### src/stop_seq_consts.vh
// Purpose: constants for the forced-stop sequencer
// Assumes: 10 MHz clock, parameters given in ms or r/min units
// Notes: definitions only
`ifndef STOP_SEQ_CONSTS_VH
`define STOP_SEQ_CONSTS_VH

`define NUM_AXES 3
`define SPEED_W 16
`define PARAM_W 16
// Clock rate and one-millisecond tick
`define CLK_HZ 10000000
`define TICK_MS_CYCLES (`CLK_HZ / 1000)
`define TICK_W 14
// Stop function selection leading digit values
`define STOP_FN_ENABLED 4'h2
`define STOP_FN_DISABLED 4'h0
`define STOP_FN_RESET 4'h2
// Electronic brake speed floor in r/min
`define EBRAKE_MIN_RPM 16'h0005
// Output pin source select codes
`define PIN_SEL_IN_POSITION 2'h0
`define PIN_SEL_BRAKE 2'h1
`define PIN_SEL_ALARM 2'h2
`define PIN_SEL_WARNING 2'h3
// Axis sequencer states
`define ST_RUN 3'h0
`define ST_DECEL 3'h1
`define ST_BRAKE_WAIT 3'h2
`define ST_PULLUP 3'h3
`define ST_DYN_BRAKE 3'h4
`define ST_STOPPED 3'h5

`endif
### src/axis_stop_ctrl.v
// Purpose: one axis of the forced-stop sequence
// Assumes: speed magnitude in r/min, ms tick from parent
// Notes: see main file for the behaviour list
`timescale 1ns/1ps
`default_nettype none
`include "stop_seq_consts.vh"

module axis_stop_ctrl (
  input wire mclk_in,
  input wire reset_in,
  input wire tick_ms_in,
  input wire stop_req_in,
  input wire db_alarm_in,
  input wire torque_mode_in,
  input wire decel_en_in,
  input wire delay_en_in,
  input wire release_in,
  input wire safe_torque_off_input_in,
  input wire [`SPEED_W-1:0] speed_in,
  input wire [`SPEED_W-1:0] controller_cmd_in,
  input wire [`PARAM_W-1:0] decel_time_constant_param_in,
  input wire [`SPEED_W-1:0] zero_speed_threshold_param_in,
  input wire [`PARAM_W-1:0] shutoff_delay_param_in,
  input wire [`PARAM_W-1:0] freefall_comp_amount_param_in,
  input wire electronic_brake_enable_param_in,
  input wire [`PARAM_W-1:0] electronic_brake_duration_param_in,
  output reg [`SPEED_W-1:0] speed_cmd_out,
  output reg base_on_out,
  output reg dyn_brake_out,
  output reg electronic_brake_out,
  output reg brake_interlock_output_out,
  output reg pullup_out,
  output reg sto_timing_err_out,
  output wire stopping_out
);

  reg [2:0] state;
  reg [`PARAM_W-1:0] ms_cnt;
  reg [`PARAM_W-1:0] step_cnt;
  reg [`SPEED_W-1:0] step;
  wire at_zero;
  wire below_zero;
  wire [`SPEED_W-1:0] ramp_div;

  assign at_zero = (speed_in <= zero_speed_threshold_param_in);
  assign below_zero = (speed_in < zero_speed_threshold_param_in);
  // Only used when the time constant is nonzero
  assign ramp_div = speed_in / decel_time_constant_param_in;
  assign stopping_out = (state != `ST_RUN);

  ////////////////////////////////////////////////////////////////////////
  // Sequencer
  always @(posedge mclk_in) begin
    if (reset_in) begin
      state <= `ST_RUN;
      ms_cnt <= 16'h0000;
      step_cnt <= 16'h0000;
      step <= 16'h0000;
      speed_cmd_out <= 16'h0000;
      base_on_out <= 1'b1;
      dyn_brake_out <= 1'b0;
      electronic_brake_out <= 1'b0;
      brake_interlock_output_out <= 1'b1;
      pullup_out <= 1'b0;
      sto_timing_err_out <= 1'b0;
    end else begin
      // Timing error is a level while the fault stands in deceleration
      sto_timing_err_out <= 1'b0;
      case (state)
        `ST_RUN: begin
          speed_cmd_out <= controller_cmd_in;
          base_on_out <= 1'b1;
          dyn_brake_out <= 1'b0;
          brake_interlock_output_out <= 1'b1;
          pullup_out <= 1'b0;
          ms_cnt <= 16'h0000;
          if (stop_req_in) begin
            if (db_alarm_in || torque_mode_in || !decel_en_in) begin
              state <= `ST_DYN_BRAKE;
            end else if (at_zero) begin
              brake_interlock_output_out <= 1'b0;
              // Pull-up only with nonzero amount and delay enabled
              if (delay_en_in && freefall_comp_amount_param_in != 16'h0000) begin
                pullup_out <= 1'b1;
                state <= `ST_PULLUP;
              end else begin
                state <= `ST_BRAKE_WAIT;
              end
            end else begin
              // Ramp step per ms so speed reaches zero in decel time
              step <= (decel_time_constant_param_in == 16'h0000) ? speed_in :
                      (ramp_div == 16'h0000) ? 16'h0001 : ramp_div;
              speed_cmd_out <= speed_in;
              state <= `ST_DECEL;
            end
          end
        end
        `ST_DECEL: begin
          if (!safe_torque_off_input_in) begin
            sto_timing_err_out <= 1'b1;
          end
          if (db_alarm_in) begin
            state <= `ST_DYN_BRAKE;
          end else if (below_zero) begin
            brake_interlock_output_out <= 1'b0;
            state <= `ST_BRAKE_WAIT;
          end else if (tick_ms_in) begin
            // Internal model command, not the controller's
            speed_cmd_out <= (speed_cmd_out > step) ?
                             speed_cmd_out - step : 16'h0000;
          end
        end
        `ST_BRAKE_WAIT, `ST_PULLUP: begin
          speed_cmd_out <= 16'h0000;
          if (db_alarm_in) begin
            state <= `ST_DYN_BRAKE;
          end else if (!delay_en_in || ms_cnt >= shutoff_delay_param_in) begin
            pullup_out <= 1'b0;
            state <= `ST_DYN_BRAKE;
          end else if (tick_ms_in) begin
            ms_cnt <= ms_cnt + 16'h0001;
          end
        end
        `ST_DYN_BRAKE: begin
          // Base cut and dynamic brake, at whatever speed this state is entered
          base_on_out <= 1'b0;
          dyn_brake_out <= 1'b1;
          brake_interlock_output_out <= 1'b0;
          pullup_out <= 1'b0;
          speed_cmd_out <= 16'h0000;
          step_cnt <= 16'h0000;
          electronic_brake_out <= electronic_brake_enable_param_in &&
                                  (speed_in >= `EBRAKE_MIN_RPM);
          state <= `ST_STOPPED;
        end
        `ST_STOPPED: begin
          // Electronic brake held for its duration once started, unless a restart clears it first
          if (electronic_brake_out) begin
            if (step_cnt >= electronic_brake_duration_param_in) begin
              electronic_brake_out <= 1'b0;
            end else if (tick_ms_in) begin
              step_cnt <= step_cnt + 16'h0001;
            end
          end
          // Restart needs stop cleared, alarms cleared, and servo-on
          if (release_in && !stop_req_in) begin
            sto_timing_err_out <= 1'b0;
            electronic_brake_out <= 1'b0;
            state <= `ST_RUN;
          end
        end
        default: begin
          state <= `ST_RUN;
        end
      endcase
    end
  end

endmodule
`default_nettype wire

### src/forced_stop_sequencer.v
// Purpose: forced-stop, alarm and link-loss stop sequencing for three axes
// Assumes: synchronous inputs; parameters are static during a sequence
// Notes: speeds are magnitudes in r/min; times in ms
`timescale 1ns/1ps
`default_nettype none
`include "stop_seq_consts.vh"

module forced_stop_sequencer (
  input wire mclk_in,
  input wire reset_in,
  input wire forced_stop_input_n_in,
  input wire link_ok_in,
  input wire safe_torque_off_input_n_in,
  input wire all_axis_alarm_in,
  input wire all_axis_alarm_cause_in,
  input wire all_axis_alarm_db_in,
  input wire [`NUM_AXES-1:0] axis_alarm_in,
  input wire [`NUM_AXES-1:0] axis_alarm_cause_in,
  input wire [`NUM_AXES-1:0] axis_alarm_db_in,
  input wire error_reset_cmd_in,
  input wire cpu_reset_cmd_in,
  input wire [`NUM_AXES-1:0] servo_on_cmd_in,
  input wire [`NUM_AXES-1:0] torque_mode_in,
  input wire [`NUM_AXES-1:0] in_position_in,
  input wire [`NUM_AXES*`SPEED_W-1:0] speed_in,
  input wire [`NUM_AXES*`SPEED_W-1:0] controller_cmd_in,
  input wire [`NUM_AXES*`PARAM_W-1:0] decel_time_constant_param_in,
  input wire [`SPEED_W-1:0] zero_speed_threshold_param_in,
  input wire [`PARAM_W-1:0] shutoff_delay_param_in,
  input wire shutoff_delay_enable_in,
  input wire [`PARAM_W-1:0] freefall_comp_amount_param_in,
  input wire [3:0] stop_function_select_param_in,
  input wire electronic_brake_enable_param_in,
  input wire [`PARAM_W-1:0] electronic_brake_duration_param_in,
  input wire [1:0] output_pin_assign_param_in,
  output wire [`NUM_AXES*`SPEED_W-1:0] speed_cmd_out,
  output wire [`NUM_AXES-1:0] base_on_out,
  output wire [`NUM_AXES-1:0] dyn_brake_out,
  output wire [`NUM_AXES-1:0] electronic_brake_out,
  output wire [`NUM_AXES-1:0] brake_interlock_output_out,
  output wire [`NUM_AXES-1:0] pullup_out,
  output reg forced_stop_warning_out,
  output reg torque_off_timing_alarm_out,
  output reg [`NUM_AXES-1:0] alarm_active_out,
  output reg all_axis_in_position_out
);

  reg [`TICK_W-1:0] tick_cnt;
  reg tick_ms;
  reg all_alarm;
  reg [`NUM_AXES-1:0] axis_alarm;
  reg [3:0] stop_fn;
  wire [`NUM_AXES-1:0] stopping;
  wire [`NUM_AXES-1:0] sto_err;
  wire [`NUM_AXES-1:0] stop_req;
  wire [`NUM_AXES-1:0] db_alarm;
  wire [`NUM_AXES-1:0] restart_ok;
  reg [`NUM_AXES-1:0] servo_on_q;
  wire clear_cmd;
  wire decel_en;
  wire em_stop;

  assign clear_cmd = error_reset_cmd_in | cpu_reset_cmd_in;
  assign em_stop = !forced_stop_input_n_in;
  assign decel_en = (stop_fn == `STOP_FN_ENABLED);

  ////////////////////////////////////////////////////////////////////////
  // Millisecond tick for all timed steps
  always @(posedge mclk_in) begin
    if (reset_in) begin
      tick_cnt <= 14'h0000;
      tick_ms <= 1'b0;
    end else if (tick_cnt == `TICK_MS_CYCLES - 1) begin
      tick_cnt <= 14'h0000;
      tick_ms <= 1'b1;
    end else begin
      tick_cnt <= tick_cnt + 14'h0001;
      tick_ms <= 1'b0;
    end
  end

  ////////////////////////////////////////////////////////////////////////
  // Stop-function setting latched; reset value is the enabled code
  always @(posedge mclk_in) begin
    if (reset_in) begin
      stop_fn <= `STOP_FN_RESET;
    end else begin
      stop_fn <= stop_function_select_param_in;
    end
  end

  ////////////////////////////////////////////////////////////////////////
  // Sticky alarms; a new event beats a clear in the same cycle, and
  // a clear is refused while the cause is still present.
  always @(posedge mclk_in) begin
    if (reset_in) begin
      all_alarm <= 1'b0;
      axis_alarm <= 3'h0;
      torque_off_timing_alarm_out <= 1'b0;
    end else begin
      if (all_axis_alarm_in) begin
        all_alarm <= 1'b1;
      end else if (clear_cmd && !all_axis_alarm_cause_in) begin
        all_alarm <= 1'b0;
      end
      axis_alarm <= axis_alarm_in | (axis_alarm &
                    ~(clear_cmd ? ~axis_alarm_cause_in : 3'h0));
      if (|sto_err) begin
        torque_off_timing_alarm_out <= 1'b1;
      end else if (clear_cmd && !safe_torque_off_input_n_in) begin
        torque_off_timing_alarm_out <= torque_off_timing_alarm_out;
      end else if (clear_cmd) begin
        torque_off_timing_alarm_out <= 1'b0;
      end
    end
  end

  ////////////////////////////////////////////////////////////////////////
  // Stop requests per axis: shared input and link loss hit every axis,
  // all-axis alarm hits every axis, per-axis alarm only its own.
  assign stop_req = {`NUM_AXES{em_stop | !link_ok_in | all_alarm}} | axis_alarm;
  assign db_alarm = ({`NUM_AXES{all_alarm & all_axis_alarm_db_in}} |
                    (axis_alarm & axis_alarm_db_in));
  assign restart_ok = servo_on_cmd_in & ~servo_on_q & ~axis_alarm &
                      {`NUM_AXES{!all_alarm}};

  ////////////////////////////////////////////////////////////////////////
  // Servo-on history; restart needs a fresh servo-on, not a held level.
  // Reset value matches the held-on level so no false edge follows reset.
  always @(posedge mclk_in) begin
    if (reset_in) begin
      servo_on_q <= 3'h7;
    end else begin
      servo_on_q <= servo_on_cmd_in;
    end
  end

  ////////////////////////////////////////////////////////////////////////
  // Axis sequencers
  genvar g;
  generate
    for (g = 0; g < `NUM_AXES; g = g + 1) begin : axis
      axis_stop_ctrl u_axis (
        .mclk_in(mclk_in),
        .reset_in(reset_in),
        .tick_ms_in(tick_ms),
        .stop_req_in(stop_req[g]),
        .db_alarm_in(db_alarm[g]),
        .torque_mode_in(torque_mode_in[g]),
        .decel_en_in(decel_en),
        .delay_en_in(shutoff_delay_enable_in),
        .release_in(restart_ok[g]),
        .safe_torque_off_input_in(safe_torque_off_input_n_in),
        .speed_in(speed_in[g*`SPEED_W +: `SPEED_W]),
        .controller_cmd_in(controller_cmd_in[g*`SPEED_W +: `SPEED_W]),
        .decel_time_constant_param_in(decel_time_constant_param_in[g*`PARAM_W +: `PARAM_W]),
        .zero_speed_threshold_param_in(zero_speed_threshold_param_in),
        .shutoff_delay_param_in(shutoff_delay_param_in),
        .freefall_comp_amount_param_in(freefall_comp_amount_param_in),
        .electronic_brake_enable_param_in(electronic_brake_enable_param_in),
        .electronic_brake_duration_param_in(electronic_brake_duration_param_in),
        .speed_cmd_out(speed_cmd_out[g*`SPEED_W +: `SPEED_W]),
        .base_on_out(base_on_out[g]),
        .dyn_brake_out(dyn_brake_out[g]),
        .electronic_brake_out(electronic_brake_out[g]),
        .brake_interlock_output_out(brake_interlock_output_out[g]),
        .pullup_out(pullup_out[g]),
        .sto_timing_err_out(sto_err[g]),
        .stopping_out(stopping[g])
      );
    end
  endgenerate

  ////////////////////////////////////////////////////////////////////////
  // Status outputs; warning held while forced-stop sequence runs
  always @(posedge mclk_in) begin
    if (reset_in) begin
      forced_stop_warning_out <= 1'b0;
      alarm_active_out <= 3'h0;
      all_axis_in_position_out <= 1'b0;
    end else begin
      // Held after release until every axis is back in run
      forced_stop_warning_out <= em_stop | (forced_stop_warning_out & (|stopping));
      alarm_active_out <= axis_alarm | {`NUM_AXES{all_alarm}};
      case (output_pin_assign_param_in)
        `PIN_SEL_IN_POSITION: all_axis_in_position_out <= &in_position_in;
        `PIN_SEL_BRAKE: all_axis_in_position_out <= &brake_interlock_output_out;
        `PIN_SEL_ALARM: all_axis_in_position_out <= all_alarm | (|axis_alarm);
        `PIN_SEL_WARNING: all_axis_in_position_out <= em_stop;
        default: all_axis_in_position_out <= &in_position_in;
      endcase
    end
  end

endmodule
`default_nettype wire

### config.mk
export PLATFORM = sky130hd
export DESIGN_NAME = forced_stop_sequencer
export DESIGN_NICKNAME = d
export VERILOG_FILES = /design/src/axis_stop_ctrl.v /design/src/forced_stop_sequencer.v
export VERILOG_INCLUDE_DIRS = /design/src /design/src/src
export SDC_FILE = /design/constraint.sdc
export NUM_CORES = 2
export LEC_CHECK = 0
export CAP_MARGIN = 10
export CORE_UTILIZATION = 50
export CTS_CLUSTER_DIAMETER = 100
export DETAILED_ROUTE_END_ITERATION = 12
export DONT_BUFFER_PORTS = 1
export GPL_TIMING_DRIVEN = 0
export SYNTH_ARGS = -nofsm -noshare
export SYNTH_HDL_FRONTEND = slang
export SYNTH_SLANG_ARGS = --single-unit
### constraint.sdc
create_clock -name mclk_in -period 40.5 [get_ports mclk_in]
set_input_delay 8.1 -clock mclk_in [delete_from_list [all_inputs] [get_ports mclk_in]]
set_output_delay 8.1 -clock mclk_in [all_outputs]
set_load 0.1 [all_outputs]
# Word-level counts from Yosys, hierarchy flattened
# Cells that the tools add are included.
[op_classes]
n_div = 3
bitwise_logic = 29
n_eq_ne = 66
n_reduce_logical = 99
order_cmp = 18
add_sub_neg = 10
mux = 146
[op_table]
columns = ["cell", "count"]
rows = [
  ["$mux 16", 45],
  ["$pmux 16 s2", 6],
  ["$pmux 16 s3", 3],
  ["$add 16x1->16 const B", 6],
  ["$ge 16x16->1", 6],
  ["$logic_not 16->1", 6],
  ["$mux 3", 23],
  ["$reduce_and 4->1", 15],
  ["$ne 2x2->1 const B", 28],
  ["$div 16x16->16", 3],
  ["$ge 16x3->1 const B", 3],
  ["$gt 16x16->1", 3],
  ["$le 16x16->1", 3],
  ["$lt 16x16->1", 3],
  ["$mux 1", 48],
  ["$sub 16x16->16", 3],
  ["$pmux 3 s5", 3],
  ["$reduce_bool 3->1", 12],
  ["$ne 2x1->1 const B", 12],
  ["$reduce_and 3->1", 8],
  ["$reduce_bool 2->1", 11],
  ["$eq 3x2->1 const B", 6],
  ["$eq 3x3->1 const B", 6],
  ["$ne 3x2->1 const B", 6],
  ["25 further kinds", 103],
]
[word_totals]
input_bits = 244
output_inout_bits = 69
reg_bits = 251

# Depth between registers and ports, before layout
[logic_depth]
ltp_word = 8
mapped_depth = 134
mapped_depth_nobuf = 126

# Modules after synthesis
# A second synthesis with hierarchy kept.
[hier_totals]
cells_unflattened = 5434
hier_area_um2 = 40326.2
[by_module_without_submodules]
columns = ["module", "instances", "cells_per_inst", "area_per_inst_um2"]
rows = [
  ["axis_stop_ctrl (axis[2].u_axis)", 1, 1760, 13077.5],
  ["axis_stop_ctrl (axis[1].u_axis)", 1, 1773, 13058.8],
  ["axis_stop_ctrl (axis[0].u_axis)", 1, 1753, 12903.6],
  ["forced_stop_sequencer", 1, 148, 1286.2],
]

# Worst setup path after synthesis
# OpenSTA, ideal clock, no wires.
[synth_path]
kind = "input -> register"
start = "in decel_time_constant_param_in[20]"
end = "reg axis[1].u_axis.step[0]"
setup_slack_ps = 5643
t_arrival_ps = 34779
cell_stages = 124
path_buffers = 10
path_cell_list = "nor4_1 > nand3_1 > nor3_1 > nor2_1 > a21oi_1 > ha_1 > o21a_1 > o21ai_0 > nor2_1 > nand2_1 > o21ai_0 > ha_1 > o21a_1 > o31ai_1 > nor2_1 > o31ai_1 > ha_1 > nor3_1 > [... 88 more ...] > a21o_1 > a2111oi_0 > a221oi_1 > nand3_1 > nand3_1 > a21o_1 > clkbuf_1 > o21a_1 > ha_1 > a21o_1 > a21o_1 > a2111oi_0 > o21ai_0 > a31oi_1 > o21ai_0 > or4_1 > o211a_1 > nor3_1"
[synth_via]
elab_chain_cells = 4
[synth_rtl]
columns = ["item", "line", "text"]
rows = [
  ["start, declared", "forced_stop_sequencer.v:27", "input wire [`NUM_AXES*`PARAM_W-1:0] decel_time_constant_param_in,"],
  ["$div 16x16->16", "axis_stop_ctrl.v:48", "assign ramp_div = speed_in / decel_time_constant_param_in;"],
  ["$logic_not 16->1", "axis_stop_ctrl.v:92", "(ramp_div == 16'h0000) ? 16'h0001 : ramp_div;"],
  ["$mux 16", "axis_stop_ctrl.v:92", ""],
  ["$mux 16 *", "axis_stop_ctrl.v:91", "step <= (decel_time_constant_param_in == 16'h0000) ? speed_in :"],
  ["end signal, assigned", "axis_stop_ctrl.v:91", ""],
  ["end, declared", "axis_stop_ctrl.v:40", "reg [`SPEED_W-1:0] step;"],
]
# Mark *: on every way between the ends. The rest lies on a longest branch, timed or not.
# A chain may end at the register's enable or synchronous reset.

# Worst setup path after layout
[layout_path]
start = "in decel_time_constant_param_in[46]"
end = "reg axis[2].u_axis.step[0]"
[layout_via]
elab_chain_cells = 4
[layout_rtl]
columns = ["item", "line"]
rows = [
  ["$div 16x16->16", "axis_stop_ctrl.v:48"],
  ["$logic_not 16->1", "axis_stop_ctrl.v:92"],
  ["$mux 16", "axis_stop_ctrl.v:92"],
  ["$mux 16 *", "axis_stop_ctrl.v:91"],
  ["end signal, assigned", "axis_stop_ctrl.v:91"],
  ["end, declared", "axis_stop_ctrl.v:40"],
]
# Marked as above.

==> metrics list <==
* Clock latency on the worst-skew pair: 0.62 ns
- The critical path contains buffers and inverters numbering 17 combined.
* Power density over cell area: 40.7 nW/um2
* Inst Count DP: 6417
* Routability-driven placement congestion ratio: 0.965
- Entering global routing, the biggest net connects 17 pins.
- Sorting the synthesized cells by area gives the leading types as ha_1, dfxtp_1, a21oi_1, nor2_1, nand2_1.
- Clock slew at the register clock pins of the worst setup and hold paths: 0.06 ns
- TritonCTS built the clock tree.
- Worst hold margin: 0.448 ns
* Layout Cells excl Fill: 6484
- Number of hold-repair buffers added at the cts stage: 0
* Clock tree skew after final layout: 0.0276 ns
- P_leak: 17.9 nW
- Result of the run: complete, no violations
- Subtracting the final worst setup slack from the clock period gives 38.71 ns.
* Least-Margin Pin Slew: 1.32 ns
* Most Frequent Cell on Critical Path: ha_1
* Final core utilization: 54.2%
* Wire length of the first global-routing pass: 218 mm
* Row cnt: 102
* Iteration-0 DRC Markers: 3420
* Post-route standard cell area excluding fillers: 42100 um2
- I/O Buffers: 0
* Number of warnings reported in the yosys synthesis log: 0
- Largest fanout of any net on the critical path: 10
- CTS saw 251 sinks.
- Summed instance area of the synthesized netlist: 39300 um2
- The cell count after synthesis came out at 5376.
- Worst hold-check path type: register to register
- The via count of the first global-routing pass came to 37800.
- Static timing analysis puts the maximum clock frequency at 25.8 MHz.
- Max-Cap Viols: 0
- The die covers 79700 um2.
- Global routing consumed, over all layers together, 34.6% of the routing resources.
- Category of the worst setup path launch point: input pin
* Number of nets in the layout: 6273
- Summed over all nets, the half-perimeter wirelength after detailed placement is 116 mm.
- Max-slew headroom at the worst pin: 12.2%
- Part of the Yosys area used for sequential elements: 12.8%
* Share of final-layout standard cells stronger than drive strength 1: 6.16%
- Number of synthesized flops with an enable pin: 0
* Remaining DRCs: 0
- Cell type with the highest aggregate area in the netlist: ha_1
- Period utilisation layout: 95.6%
- The die is 282 um tall.
- In this run the number of H-tree levels came out at 1.
- Antenna violations before repair: 15
* Category of the worst setup path capture point: register
- FFs w/ async S/R, synth: 0%
- Each instance of the synthesized netlist takes up on average 7.31 um2.
* Slowest stage cell, crit path: a211oi_1
- In the final routed layout, each cell accounts on average for 22.2 um.
- Portion of synthesized cell area occupied by the leading cell type: 19.5%
* Synth-to-layout area growth: 7.12%
- Die width: 282 um
* Final ANT Viol Nets: 0
- Routed WL: 144 mm
- Routed vias: 41500
- Crit Path Category: input pin to register
- The first TritonRoute pass finished after 6 iterations.
* CP required: 40.95 ns
* Flip-flop and latch count after synthesis: 251
* Setup violation total in the final timing report: 0
* Initial core utilization: 50.6%
* CTS Buffer Depth: 3
- Final count of pins violating max slew: 0
- IR analysis of the VDD net gives a maximum drop of 0.0353 mV.
* Cell family contributing the most delay on the critical path: compound AO/OA/AOI/OAI gates
- Delay of the slowest cell on the worst path: 0.55 ns
- The most used flip-flop cell after synthesis is dfxtp_1.
* Ratio of routed vias to standard cells: 6.40
- Hold violation count in the final report: 0
* Net count of the mapped netlist: 6235
- Post-synth cell types: 93
* I/O pin count: 313
* CTS buffer count: 30
- STA puts the critical path data arrival time at 39.16 ns.
* DP Area: 40600 um2
- Total overflow reported by the global router: 0
* CTS Root Cell: clkbuf_16
- In this run the standard cell core region covers 77600 um2.
==> synthesized netlist by cell type, types with 14 or more instances <==
master / n
a2111oi_0: 26
dfxtp_1: 251
and2_1: 37
or3_1: 84
a211oi_1: 136
a21o_1: 146
nor2_1: 498
nor2b_1: 42
a41oi_1: 15
a31o_2: 15
o21a_1: 114
a21oi_1: 436
buf_4: 16
o211a_1: 27
and3_1: 65
ha_1: 612
nand2b_1: 70
a311oi_1: 14
o21ai_0: 298
a221oi_1: 17
or4_1: 31
o31a_1: 17
nand2_1: 423
mux2_2: 66
nor3_1: 176
mux2i_1: 73
o221ai_1: 16
o21bai_1: 22
o311ai_0: 14
nor4_1: 50
o31ai_1: 52
nand4_1: 99
or2_2: 60
xnor2_1: 152
inv_1: 301
o211ai_1: 73
nand3_1: 174
nor3b_1: 16
clkbuf_1: 174
xor2_1: 120
a31oi_1: 69
a21boi_0: 30
==> cell usage in the layout (no fill, tap or decap), types with 36 or more instances in the layout <==
cell and count:
mux2_2 66, xnor2_1 152, nor2_1 496, o21a_1 114, o31ai_1 48, nand3_1 172, dfxtp_1 251, o21ai_0 296
or3_1 84, and3_1 65, a21oi_1 432, a31oi_1 67, or2_2 60, inv_1 301, mux2i_1 73, nand2_1 423
nor2b_1 42, and2_1 36, xor2_1 120, a21o_1 146, ha_1 612, nor4_1 46, clkbuf_1 149, nand4_1 99
o211ai_1 73, nor3_1 174, a211oi_1 131, nand2b_1 70
==> worst min-delay path, stage by stage, from the launching register on <==
cell and delay (ns):
dfxtp_1 0.30, a2111oi_0 0.04, nor2_1 0.07
==> per-layer routing <==
layer | GRT usage [%] | part of all wire (%)
met5 | 0 | 0.076
met4 | 9.12 | 2.5
met3 | 6.43 | 8.5
met2 | 56.6 | 45
met1 | 46.4 | 44
==> sequential cells by signal, indices dropped and copies added, names as in the netlist, 3 cells and up <==
name	cells
axis.u_axis.dyn_brake_out	3
axis_alarm	3
axis.u_axis.brake_interlock_output_out	3
servo_on_q	3
axis.u_axis.step	48
alarm_active_out	3
axis.u_axis.state	9
stop_fn	4
axis.u_axis.ms_cnt	48
axis.u_axis.base_on_out	3
axis.u_axis.step_cnt	48
axis.u_axis.pullup_out	3
axis.u_axis.electronic_brake_out	3
tick_cnt	14
axis.u_axis.speed_cmd_out	48
axis.u_axis.sto_timing_err_out	3
==> worst paths after layout <==
path	start	endpoint	slack, ns	cells after the start
setup / recovery	decel_time_constant_param_in[46]	axis[2].u_axis.step[0]$_SDFFE_PP0P_	1.79	119
setup reg to reg	axis[1].u_axis.speed_cmd_out[0]$_SDFFE_PP0P_	axis[1].u_axis.speed_cmd_out[9]$_SDFFE_PP0P_	35.75	13
hold reg to reg	axis[1].u_axis.sto_timing_err_out$_SDFF_PP0_	torque_off_timing_alarm_out$_SDFFE_PP0P_	0.45	2
hold / removal	axis[1].u_axis.sto_timing_err_out$_SDFF_PP0_	torque_off_timing_alarm_out$_SDFFE_PP0P_	0.45	2
==> cell type report <==
type / instances / area [um2]
clock inverter: 20 / 246
sequential: 251 / 5020
antenna: 6 / 15.0
clock buffer: 36 / 823
multi-input combinational: 4620 / 32600
fill: 7847 / 35500
tap: 1040 / 1300
inverter: 301 / 1130
buffer: 201 / 856
timing repair buffer: 9 / 68.8
==> cells by family after synthesis <==
family / synth area share, %
adders and majority gates: 19.6
xor gates and xnor gates: 6.06
and+or+nand+nor: 23.6
muxes: 3.81
AOI/OAI and AO/OA: 29.0
DFF: 12.8
buffers and inverters: 5.01
==> repair_timing <==
item | 4_1_cts | 5_1_grt
pin swaps | 0 | 4
endpoints found under the setup margin | 8 | 11
setup buffers | 0 | 7
resized for setup | 17 | 86
==> through the flow <==
step | power [mW] | TNS, ns | setup WS (ns)
global placement | 1.39 | -9.49 | -1.63
detailed placement | 1.39 | -9.71 | -1.67
finish | 1.71 | 0 | 1.79
CTS | 1.69 | 0 | 0.0351
global route | 1.83 | -0.308 | -0.104
floorplan | 1.17 | 0 | 5.64
==> where the power goes <==
group / total (mW) / switching [mW] / internal [mW] / leakage [nW]
Clock: 0.295 / 0.124 / 0.171 / 0.507
Combinational: 0.949 / 0.580 / 0.369 / 15.4
Sequential: 0.471 / 0.192 / 0.279 / 2.04
Total: 1.71 / 0.895 / 0.819 / 17.9
Power figures use the tool's default switching activity.
